[config.mk]
export PLATFORM = sky130hd
export DESIGN_NAME = spim_core
export DESIGN_NICKNAME = d
export VERILOG_FILES = /design/src/verilog/spim_pkg.sv /design/src/verilog/spim_core.sv
export VERILOG_INCLUDE_DIRS = /design/src /design/src/verilog
export SDC_FILE = /design/constraint.sdc
export NUM_CORES = 1
export LEC_CHECK = 0
export BUFFER_PORTS_ARGS = -buffer_cell sky130_fd_sc_hd__buf_2
export CORE_MARGIN = 3
export CORE_UTILIZATION = 60
export CTS_CLUSTER_DIAMETER = 150
export DETAILED_ROUTE_END_ITERATION = 10
export GPL_ROUTABILITY_DRIVEN = 0
export PLACE_DENSITY = 0.76
export SETUP_SLACK_MARGIN = 0.05
export SYNTH_ARGS = -nofsm -noshare
export SYNTH_HDL_FRONTEND = slang
export SYNTH_SLANG_ARGS = --single-unit
[constraint.sdc]
create_clock -name core_clk -period 5.5 [get_ports core_clk]
set_input_delay 0.275 -clock core_clk [delete_from_list [all_inputs] [get_ports core_clk]]
set_output_delay 0.275 -clock core_clk [all_outputs]
set_load 0.05 [all_outputs]
[src/verilog/spim_params.svh]
`ifndef SPIM_PARAMS_SVH
`define SPIM_PARAMS_SVH
`define SPIM_OFS_CTRL1 3'h0
`define SPIM_OFS_CTRL2 3'h1
`define SPIM_OFS_RATE 3'h2
`define SPIM_OFS_STATUS 3'h3
`define SPIM_OFS_DATA 3'h4
`define SPIM_C1_ENABLE 6
`define SPIM_C1_MASTER 4
`define SPIM_C1_CPOL 3
`define SPIM_C1_CPHA 2
`define SPIM_C1_SELECT_OUTPUT_ENABLE 1
`define SPIM_C1_LSBFE 0
`define SPIM_C2_FAULT_EN 4
`define SPIM_C2_DRIVE_EN 3
`define SPIM_C2_SW_SEL 0
`define SPIM_RATE_PRE_LO 4
`define SPIM_RATE_SEL_LO 0
`define SPIM_ST_RX_FULL 7
`define SPIM_ST_TX_EMPTY 5
`define SPIM_ST_FAULT 4
`define SPIM_C1_RST 8'h04
`define SPIM_C2_RST 8'h00
`define SPIM_RATE_RST 8'h00
`define SPIM_C2_MASK 8'h1B
`define SPIM_RATE_MASK 8'h77
`define SPIM_LAST_EDGE 5'h10
`endif

[src/verilog/spim_pkg.sv]
package spim_pkg;
    typedef enum logic [1:0] {
        ST_IDLE,
        ST_XFER
    } spim_phase_t;

    typedef enum logic [1:0] {
        STOP_NONE,
        STOP_LIGHT,
        STOP_DEEP,
        STOP_DEEPEST
    } spim_stop_t;

    typedef struct packed {
        logic o;
        logic oe;
    } spim_pin_t;

    typedef struct packed {
        logic [7:0] ctrl1;
        logic [7:0] ctrl2;
        logic [7:0] rate;
        logic [7:0] tx_buf;
        logic [7:0] rx_buf;
        logic [7:0] rd_byte;
        logic tx_empty;
        logic rx_full;
        logic fault;
        spim_phase_t phase;
        logic [7:0] shreg;
        logic samp;
        logic [4:0] edge_cnt;
        logic [10:0] div_cnt;
        logic sck;
        logic [2:0] sclk_s;
        logic [2:0] mosi_s;
        logic [2:0] miso_s;
        logic [2:0] ss_s;
        logic sclk_f;
        logic sclk_q;
        logic mosi_f;
        logic miso_f;
        logic ss_f;
    } spim_state_t;
endpackage

[src/verilog/spim_core.sv]
// Functional notes
// master starts every transfer; slave follows clock
// shift out and in together, swapping bytes
// slave takes part only while select low
// written byte waits, loads shifter at start
// received byte moves to separate read buffer
// master drives clock and MOSI, samples MISO
// slave clocked by pin, drives MISO, reads MOSI
// prescale divisor is field value plus one
// then divide by two to rate plus one
// disabled module releases all four pins
// master single-wire uses MOSI, drive enable steers
// slave single-wire uses MISO, drive enable steers
// single-wire releases the unused data pin
// master without fault detect ignores select
// fault detect: mode-fault input or auto select
// inactive in stop; deep stops return reset
// light stop halts clocks, keeps all state
// light stop exit: reset clears, interrupt resumes
// five eight-bit software registers
// disable aborts, clears receive full, sets empty
// eight clock cycles per byte, divider master-only
`include "spim_params.svh"

module spim_core (
    input wire logic core_clk,
    input wire logic sys_rst,
    input wire spim_pkg::spim_stop_t stop_mode,
    input wire logic reg_wr_en,
    input wire logic reg_rd_en,
    input wire logic [2:0] reg_addr,
    input wire logic [7:0] reg_wr_byte,
    output logic [7:0] reg_rd_byte,
    output logic transmit_empty_flag,
    output logic receive_full_flag,
    output logic mode_fault_flag,
    input wire logic serial_clock_pin_i,
    output spim_pkg::spim_pin_t serial_clock_pin,
    input wire logic mosi_i,
    output spim_pkg::spim_pin_t mosi,
    input wire logic miso_i,
    output spim_pkg::spim_pin_t miso,
    input wire logic ss_n_i,
    output spim_pkg::spim_pin_t ss_n
);
    spim_pkg::spim_state_t q_r;
    spim_pkg::spim_state_t q_nxt;
    logic en_w;
    logic master_w;
    logic sw_w;
    logic drv_w;
    logic act_w;
    logic dout_w;
    logic din_w;
    logic tick_w;
    logic edge_w;
    logic done_w;
    logic fault_w;
    logic [10:0] half_w;

    function automatic logic out_bit(input logic [7:0] sh, input logic lsb);
        out_bit = lsb ? sh[0] : sh[7];
    endfunction

    function automatic logic [7:0] shift_in(
        input logic [7:0] sh,
        input logic lsb,
        input logic b
    );
        shift_in = lsb ? {b, sh[7:1]} : {sh[6:0], b};
    endfunction

    // change accepted once second and third stage agree
    function automatic logic filt(input logic [2:0] s, input logic f);
        filt = (s[1] == s[2]) ? s[2] : f;
    endfunction

    function automatic spim_pkg::spim_state_t reset_state();
        reset_state = '0;
        reset_state.ctrl1 = `SPIM_C1_RST;
        reset_state.ctrl2 = `SPIM_C2_RST;
        reset_state.rate = `SPIM_RATE_RST;
        reset_state.tx_empty = 1'b1;
        reset_state.phase = spim_pkg::ST_IDLE;
        reset_state.sck = reset_state.ctrl1[`SPIM_C1_CPOL];
        reset_state.ss_s = 3'h7;
        reset_state.ss_f = 1'b1;
    endfunction

    assign en_w = q_r.ctrl1[`SPIM_C1_ENABLE];
    assign master_w = q_r.ctrl1[`SPIM_C1_MASTER];
    assign sw_w = q_r.ctrl2[`SPIM_C2_SW_SEL];
    assign drv_w = q_r.ctrl2[`SPIM_C2_DRIVE_EN];
    assign act_w = en_w && (stop_mode == spim_pkg::STOP_NONE);
    assign dout_w = out_bit(q_r.shreg, q_r.ctrl1[`SPIM_C1_LSBFE]);
    // shifter input routing per role and wire count
    assign din_w = master_w ? (sw_w ? q_r.mosi_f : q_r.miso_f)
                            : (sw_w ? q_r.miso_f : q_r.mosi_f);
    assign fault_w = en_w && master_w && q_r.ctrl2[`SPIM_C2_FAULT_EN]
                     && !q_r.ctrl1[`SPIM_C1_SELECT_OUTPUT_ENABLE] && !q_r.ss_f;

    always_comb begin
        q_nxt = q_r;
        tick_w = 1'b0;
        edge_w = 1'b0;
        done_w = 1'b0;
        half_w = 11'(({8'h00, q_r.rate[`SPIM_RATE_PRE_LO +: 3]} + 11'h001)
                 << q_r.rate[`SPIM_RATE_SEL_LO +: 3]);
        // pin synchronisers
        q_nxt.sclk_s = {q_r.sclk_s[1:0], serial_clock_pin_i};
        q_nxt.mosi_s = {q_r.mosi_s[1:0], mosi_i};
        q_nxt.miso_s = {q_r.miso_s[1:0], miso_i};
        q_nxt.ss_s = {q_r.ss_s[1:0], ss_n_i};
        q_nxt.sclk_f = filt(q_r.sclk_s, q_r.sclk_f);
        q_nxt.mosi_f = filt(q_r.mosi_s, q_r.mosi_f);
        q_nxt.miso_f = filt(q_r.miso_s, q_r.miso_f);
        q_nxt.ss_f = filt(q_r.ss_s, q_r.ss_f);
        q_nxt.sclk_q = q_r.sclk_f;
        // software register writes
        if (reg_wr_en) begin
            case (reg_addr)
                `SPIM_OFS_CTRL1: begin
                    q_nxt.ctrl1 = reg_wr_byte;
                    q_nxt.fault = 1'b0;
                end
                `SPIM_OFS_CTRL2: q_nxt.ctrl2 = reg_wr_byte & `SPIM_C2_MASK;
                `SPIM_OFS_RATE: q_nxt.rate = reg_wr_byte & `SPIM_RATE_MASK;
                `SPIM_OFS_DATA: begin
                    if (q_r.tx_empty) begin
                        q_nxt.tx_buf = reg_wr_byte;
                        q_nxt.tx_empty = 1'b0;
                    end
                end
                default: ;
            endcase
        end
        // software register reads
        if (reg_rd_en) begin
            case (reg_addr)
                `SPIM_OFS_CTRL1: q_nxt.rd_byte = q_r.ctrl1;
                `SPIM_OFS_CTRL2: q_nxt.rd_byte = q_r.ctrl2;
                `SPIM_OFS_RATE: q_nxt.rd_byte = q_r.rate;
                `SPIM_OFS_STATUS: begin
                    q_nxt.rd_byte = 8'h00;
                    q_nxt.rd_byte[`SPIM_ST_RX_FULL] = q_r.rx_full;
                    q_nxt.rd_byte[`SPIM_ST_TX_EMPTY] = q_r.tx_empty;
                    q_nxt.rd_byte[`SPIM_ST_FAULT] = q_r.fault;
                end
                `SPIM_OFS_DATA: begin
                    q_nxt.rd_byte = q_r.rx_buf;
                    q_nxt.rx_full = 1'b0;
                end
                default: q_nxt.rd_byte = 8'h00;
            endcase
        end
        // bit-rate divider, run only by a master mid-transfer
        q_nxt.div_cnt = 11'h000;
        if (master_w && q_r.phase == spim_pkg::ST_XFER) begin
            if (q_r.div_cnt == half_w - 11'h001) begin
                tick_w = 1'b1;
            end else begin
                q_nxt.div_cnt = q_r.div_cnt + 11'h001;
            end
        end
        // edge source: own tick or synchronised pin clock
        edge_w = master_w ? tick_w
                          : (q_r.sclk_f != q_r.sclk_q);
        case (q_r.phase)
            spim_pkg::ST_IDLE: begin
                q_nxt.edge_cnt = 5'h00;
                q_nxt.sck = q_r.ctrl1[`SPIM_C1_CPOL];
                if (master_w && !q_r.tx_empty) begin
                    q_nxt.shreg = q_r.tx_buf;
                    q_nxt.tx_empty = 1'b1;
                    q_nxt.phase = spim_pkg::ST_XFER;
                end else if (!master_w && !q_r.ss_f) begin
                    if (!q_r.tx_empty) begin
                        q_nxt.shreg = q_r.tx_buf;
                        q_nxt.tx_empty = 1'b1;
                    end
                    q_nxt.phase = spim_pkg::ST_XFER;
                end
            end
            spim_pkg::ST_XFER: begin
                if (!master_w && q_r.ss_f) begin
                    q_nxt.phase = spim_pkg::ST_IDLE;
                end else if (edge_w) begin
                    q_nxt.edge_cnt = q_r.edge_cnt + 5'h01;
                    q_nxt.sck = ~q_r.sck;
                    if (!q_r.ctrl1[`SPIM_C1_CPHA]) begin
                        if (!q_r.edge_cnt[0]) begin
                            q_nxt.samp = din_w;
                        end else begin
                            q_nxt.shreg = shift_in(q_r.shreg,
                                q_r.ctrl1[`SPIM_C1_LSBFE], q_r.samp);
                        end
                    end else if (q_r.edge_cnt[0]) begin
                        if (q_nxt.edge_cnt == `SPIM_LAST_EDGE) begin
                            q_nxt.shreg = shift_in(q_r.shreg,
                                q_r.ctrl1[`SPIM_C1_LSBFE], din_w);
                        end else begin
                            q_nxt.samp = din_w;
                        end
                    end else if (q_r.edge_cnt != 5'h00) begin
                        q_nxt.shreg = shift_in(q_r.shreg,
                            q_r.ctrl1[`SPIM_C1_LSBFE], q_r.samp);
                    end
                    if (q_nxt.edge_cnt == `SPIM_LAST_EDGE) begin
                        done_w = 1'b1;
                        q_nxt.rx_buf = q_nxt.shreg;
                        q_nxt.rx_full = 1'b1;
                        q_nxt.phase = spim_pkg::ST_IDLE;
                    end
                end
            end
            default: q_nxt.phase = spim_pkg::ST_IDLE;
        endcase
        // mode fault: abort and fall back to slave
        if (fault_w) begin
            q_nxt.fault = 1'b1;
            q_nxt.ctrl1[`SPIM_C1_MASTER] = 1'b0;
            q_nxt.phase = spim_pkg::ST_IDLE;
            q_nxt.sck = q_r.ctrl1[`SPIM_C1_CPOL];
        end
        if (!en_w) begin
            q_nxt.phase = spim_pkg::ST_IDLE;
            q_nxt.rx_full = 1'b0;
            q_nxt.tx_empty = 1'b1;
            q_nxt.edge_cnt = 5'h00;
            q_nxt.sck = q_r.ctrl1[`SPIM_C1_CPOL];
            done_w = 1'b0;
        end
        case (stop_mode)
            spim_pkg::STOP_NONE: ;
            spim_pkg::STOP_LIGHT: begin
                q_nxt = q_r;
                done_w = 1'b0;
            end
            default: begin
                q_nxt = reset_state();
                done_w = 1'b0;
            end
        endcase
    end

    always_ff @(posedge core_clk or posedge sys_rst) begin
        if (sys_rst) begin
            q_r <= reset_state();
        end else begin
            q_r <= q_nxt;
        end
    end

    // pin routing
    always_comb begin
        serial_clock_pin.o = q_r.sck;
        serial_clock_pin.oe = act_w && master_w;
        mosi.o = dout_w;
        mosi.oe = act_w && master_w && (!sw_w || drv_w);
        miso.o = dout_w;
        miso.oe = act_w && !master_w && !q_r.ss_f
                  && (!sw_w || drv_w);
        ss_n.o = (q_r.phase != spim_pkg::ST_XFER);
        ss_n.oe = act_w && master_w && q_r.ctrl2[`SPIM_C2_FAULT_EN]
                  && q_r.ctrl1[`SPIM_C1_SELECT_OUTPUT_ENABLE];
    end

    assign reg_rd_byte = q_r.rd_byte;
    assign transmit_empty_flag = q_r.tx_empty;
    assign receive_full_flag = q_r.rx_full;
    assign mode_fault_flag = q_r.fault;
endmodule

==> metrics.yaml, run 1 <==
status: "finished with violations"
violations: "hold timing"
grt-ovfl-total: 0
numCtsBuffers: 9
whs_ns: -0.0177
power.total_uw: 1350
numPortBuffers: 39
routed_wl_um: 13600
final_common_cell: "dfrtp_1"
cts.clk_slew.worst_paths_ns: 0.10
path_max_fanout: 12
first_global_vias: 4457
dp_cells: 752
largest-register: "q_r"
fin_skew_ns: 0.0131
final-max-slew-violation-count: 0
avgSynthCellArea_sq_um: 8.96
cpPeakStageDelay_ns: 0.64
min_period_ns: 4.12
grt_setup_unrepaired: "no"
crit_type: "register to register"
crit_path_cell_trace: "ha_1, nor2b_2, a21oi_1, nand2b_1, ha_1, nor3b_2, o211ai_1, xnor2_1, nand4_1, nor4_4, a31oi_2, or4_1, nand3_1"
startpoint_type: "register"
clk-insertion-delay-late_ns: 0.36
setup_tns_ns: 0
p_leak_uw: 0.00251
post_cts_buffers: 0
postSynthCellCount: 634
grt_usage_pct: 26.9
powerDensity_nw_per_um2: 225
drt_first_pass_iters: 5
ir_drop_v: 0.000162
clockBufferDepth: 2
hold_violations: 10
drc: 0
grt_antenna_before_repair: 0
cap_violations: 0
cts_tree: "yes"
synth_edf_count: 0
layout-drive-gt1-share_pct: 16.4
min_period_over_period_pct: 75.0
hp-class: "input port to asynchronous set/reset pin"
synth_area_sq_um: 5680
fin_ws_ns: 1.38
layout_common_cells: "dfrtp_1 (83), nand2_1 (82), o21ai_0 (57)"
worst_slew_pin_slew_ns: 1.19
ys_warn_count: 0
cts.sinks: 89
synth.net_count: 660
synth_seq_cells: 89
cts_max_level: 3
dpl_worst_slack_ns: 1.46
max_freq_mhz: 243
fp.dieW_um: 103
row_count: 34
fin_util_pct: 66.9
slew_headroom_pct: 20.5
grt_first_pass_wirelength_um: 22400
dieArea_sq_um: 10700
ys_types: 77
setup_viol: 0
die_h_um: 103
arrival_ns: 4.42
dp_hpwl_um: 9740
largest_reg_flops: 74
num_vias: 4744
via_per_inst: 6.18
ctsResizeCount: 0
crit_path_top_delay_cell: "dfrtp_1"
io_pins: 40
path_buf_inv: 0
drtIter0Drc: 382
crit_family: "simple AND/OR/NAND/NOR gates"
layout.nets: 663
crit_top_cell: "ha_1"
synthArstFlopShare_pct: 100
cts_root_buffer: "clkbuf_8"
wire_per_inst_um: 17.7
ys_seq_area_share_pct: 39.3
grt_max_degree: 51
core_area_sq_um: 8980
ctsHoldBuffers: 0
synth-main-ff-cell: "dfrtp_1"
syn_to_final_growth_pct: 5.64
start_util_pct: 63.3
cp-end-kind: "register"
n_antenna_cell: 0
required_ns: 5.80
final_cell_count_no_fill: 768
ant_nets: 0
-- path summary, 6_finish.rpt --
kind                       cells after the start  slack, ns              to      startpoint
max                                           13       1.38         q_r[33]         q_r[76]
min                                            2      -0.02         q_r[14]         sys_rst
max reg2reg                                   13       1.38         q_r[33]         q_r[76]
min reg2reg                                    2       0.49  reg_rd_byte[3]  reg_rd_byte[3]
max in group asynchronous                      3       4.40         q_r[38]         sys_rst
min in group core_clk                          2       0.13          q_r[5]          ss_n_i
-- final cells by class --
class	count	area [sq um]
Timing Repair Buffer	41	210
Sequential cell	89	2230
Clock inverter	5	62.6
Tap cell	126	158
Clock buffer	11	141
Multi-Input combinational cell	481	3140
Fill cell	743	2970
Inverter	15	57.6
-- metrics by stage --
stage	hold slack, ns	instance area, sq um
detailed placement	0.401	5800
finish	-0.0177	6000
global placement	0.393	5800
global route	0.0369	6000
CTS	0.000876	6000
floorplan	0.405	5680
-- logic make-up (layout without fill, tap and decap cells) --
kind of cell               Yosys count  after routing  share of synthesized area (%)
muxes                               55             55                           9.93
AOI/OAI and AO/OA                  171            171                           19.9
buffers and inverters               64             72                           5.48
DFF                                 89             89                           39.3
xor gates and xnor gates            22             22                           3.52
and+or+nand+nor                    228            228                           20.7
adders and majority gates            5              5                           1.10
-- cells in the mapped netlist (8+ instances only) --
master     n  area, sq um
o211ai_1  17          128
buf_4     14          105
a21oi_1   26          130
nand3_1   21          105
a22o_1     8         70.1
nand2_1   82          308
and3_1    10         62.6
nand2b_1  24          150
xnor2_1   15          131
nor2_1    38          143
o22ai_1    8         50.1
a211oi_1   8         60.1
mux2i_1   44          440
mux2_2    11          124
o21ai_0   57          285
nor2b_1   11         68.8
dfrtp_1   83         2080
clkbuf_1  23         86.3
inv_1     11         41.3
-- routing by layer --
layer	GRT usage, %	vias up	part of all wire (%)
met5	0	-	0
met3	4.56	16	5.3
li1	-	2271	-
met1	37.2	2311	45
met2	43.9	146	48
met4	7.47	0	1.4
-- power by group --
part | internal (uW) | leakage, uW | switching, uW | total (uW)
logic | 69.5 | 0.00121 | 117 | 186
clock network | 225 | 0.0000962 | 241 | 466
registers | 670 | 0.00121 | 25.8 | 696
Power figures use the tool's default switching activity.
==> run 2, diff against run 1 <==
==> constraint.sdc (replaced) <==
create_clock -name core_clk -period 4.15 [get_ports core_clk]
set_input_delay 0.2075 -clock core_clk [delete_from_list [all_inputs] [get_ports core_clk]]
set_output_delay 0.2075 -clock core_clk [all_outputs]
set_load 0.05 [all_outputs]
==> run 2 against run 1 <==
The run now ends clean; fmax grew 5.7%; via count is 1.3% higher; first-iteration DRC count rose by 13%; critical path depth fell by 1; clock power up 25%; sequential share of layout area is 0.19 points lower; worst setup slack worse by 1.1 ns; clock skew increased by 0.0052 ns; die area did not move; non-clock buffer count increased by 6; global-route usage rose by 0.38 points; total power up 30%; largest cell class unchanged.
==> metrics.yaml, run 2 (synthesis results as in run 1) <==
layout.nets: 669  # +0.90%
core_area_sq_um: 8980  # unchanged
setup_viol: 0  # unchanged
grt_setup_unrepaired: "no"
max_freq_mhz: 256  # +5.7%
ant_nets: 0  # unchanged
required_ns: 4.45  # -1.35 ns
grt_usage_pct: 27.3  # +0.38 points
numCtsBuffers: 9  # unchanged
final-max-slew-violation-count: 0  # unchanged
cts_max_level: 3  # unchanged
clkPwrFrac_pct: 33.1  # -1.5 points
layout_common_cells: "dfrtp_1 (83), nand2_1 (82), o21ai_0 (57)"
layout-drive-gt1-share_pct: 17.1  # +0.77 points
via_per_inst: 6.21  # +0.54%
dp_hpwl_um: 9830  # +1.0%
post-route-cell-area_sq_um: 6030  # +0.50%
grt_first_pass_wirelength_um: 22700  # +1.2%
final_common_cell: "dfrtp_1"
multi_input_area_sq_um: 3140  # unchanged
grt_antenna_before_repair: 0  # unchanged
min_period_ns: 3.90  # -0.221 ns
wire_per_inst_um: 17.7  # about the same
fill_cells: 730  # -1.7%
fin_ws_ns: 0.248  # -1.13 ns
num_vias: 4807  # +1.3%
n_antenna_cell: 0  # unchanged
internal_power_uw: 1230  # +27%
largest-register: "q_r"
die_h_um: 103  # unchanged
first_global_vias: 4568  # +2.5%
numPortBuffers: 39  # unchanged
cts_root_buffer: "clkbuf_8"
status: "finished, final reports clean"
fin_skew_ns: 0.0183  # +0.00515 ns
largest_reg_flops: 74  # unchanged
ctsResizeCount: 0  # unchanged
drtIter0Drc: 431  # +13%
powerDensity_nw_per_um2: 291  # +30%
min_period_over_period_pct: 94.0  # +19 points
dpl_worst_slack_ns: 0.304  # -1.16 ns
syn_to_final_growth_pct: 6.17
arrival_ns: 4.20  # -0.22 ns
place_area_sq_um: 5840  # +0.65%
startpoint_type: "register"
dieArea_sq_um: 10700  # unchanged
switching_share_pct: 30.1  # +1.6 points
seqPwrFrac_pct: 52.3  # +0.7 points
post_cts_buffers: 0  # unchanged
hold_violations: 0  # -10
drc: 0  # unchanged
cap_violations: 0  # unchanged
fp.dieW_um: 103  # unchanged
switching_power_uw: 528  # +38%
slew_headroom_pct: 23.0  # +2.6 points
grt-ovfl-total: 0  # unchanged
grt_max_degree: 50  # -2.0%
clk-insertion-delay-late_ns: 0.36  # about the same
pwr-share-comb_pct: 14.7  # +0.9 points
clockBufferDepth: 2  # unchanged
cts.sinks: 89  # unchanged
start_util_pct: 63.3  # unchanged
cts.clk_slew.worst_paths_ns: 0.10  # about the same
io_pins: 40  # unchanged
hp-class: "input port to register"
cts_tree: "yes"
regArea_sq_um: 2230  # unchanged
row_count: 34  # unchanged
whs_ns: 0.0734  # +0.0912 ns
routed_wl_um: 13700  # +0.83%
ir_drop_v: 0.000272  # +68%
worst_slew_pin_slew_ns: 1.15  # -0.0382 ns
crit_type: "register to register"
p_leak_uw: 0.00254  # +1.3%
setup_tns_ns: 0  # unchanged
drt_first_pass_iters: 5  # unchanged
cp-end-kind: "register"
path_max_fanout: 10  # -2
## run 2: area by class of cell
cell class                      count  share of cell area [%]
Multi-Input combinational cell    481                    52.0
Timing Repair Buffer               47                    4.27
Tap cell                          126                    2.61
Sequential cell                    89                    37.0
Clock buffer                       10                    2.28
Clock inverter                      6                   0.809
Inverter                           15                   0.954
## run 2: power groups by stage
| stage | combinational, uW | clock, uW | sequential [uW] |
|---|---|---|---|
| final | 257 | 581 | 917 |
| after global routing | 286 | 624 | 921 |
| after CTS | 257 | 590 | 917 |
| after detailed placement | 255 | 0 | 934 |
| after global placement | 249 | 0 | 933 |
| after floorplan | 213 | 0 | 915 |
## run 2: worst paths after layout
kind | slack (ns) | cells after the start | to | startpoint
worst max-delay path | 0.25 | 12 | q_r[33] | q_r[77]
worst min-delay path | 0.07 | 2 | q_r[5] | ss_n_i
worst max register to register | 0.25 | 12 | q_r[33] | q_r[77]
worst min register to register | 0.49 | 2 | reg_rd_byte[1] | reg_rd_byte[1]
max in group asynchronous | 2.58 | 4 | q_r[2] | sys_rst
min in group asynchronous | 0.52 | 3 | q_r[14] | sys_rst
## run 2: per-layer routing
| layer | global-route usage, % | routed length (um) |
|---|---|---|
| met4 | 7.87 | 220 |
| met3 | 3.15 | 649 |
| met1 | 37.1 | 6070 |
| met5 | 0 | 0 |
| met2 | 46.3 | 6780 |
## run 2: what timing repair did
| item | 4_1_cts | 5_1_grt |
|---|---|---|
| endpoints found under the hold margin | 7 | 0 |
| hold buffers | 1 | 0 |
| setup endpoints to repair | 0 | 0 |
## run 2: worst max-delay path: stages, from the launching register on
cell and delay (ns):
dfrtp_1 0.47, ha_1 0.41, nor2b_2 0.22, a21oi_1 0.23
nand2b_1 0.14, ha_1 0.19, a21boi_1 0.23, o21ai_1 0.12
xnor2_1 0.16, o31ai_2 0.65, a31oi_2 0.35, or4_1 0.58
nand3_1 0.09
## run 2: stage by stage
step                util (%)  total power [uW]  std cells
floorplan                  -              1130        634
global placement        65.0              1180        757
detailed placement      65.0              1190        757
CTS                     67.2              1760        774
global route            67.2              1830        774
finish                  67.2              1760        774
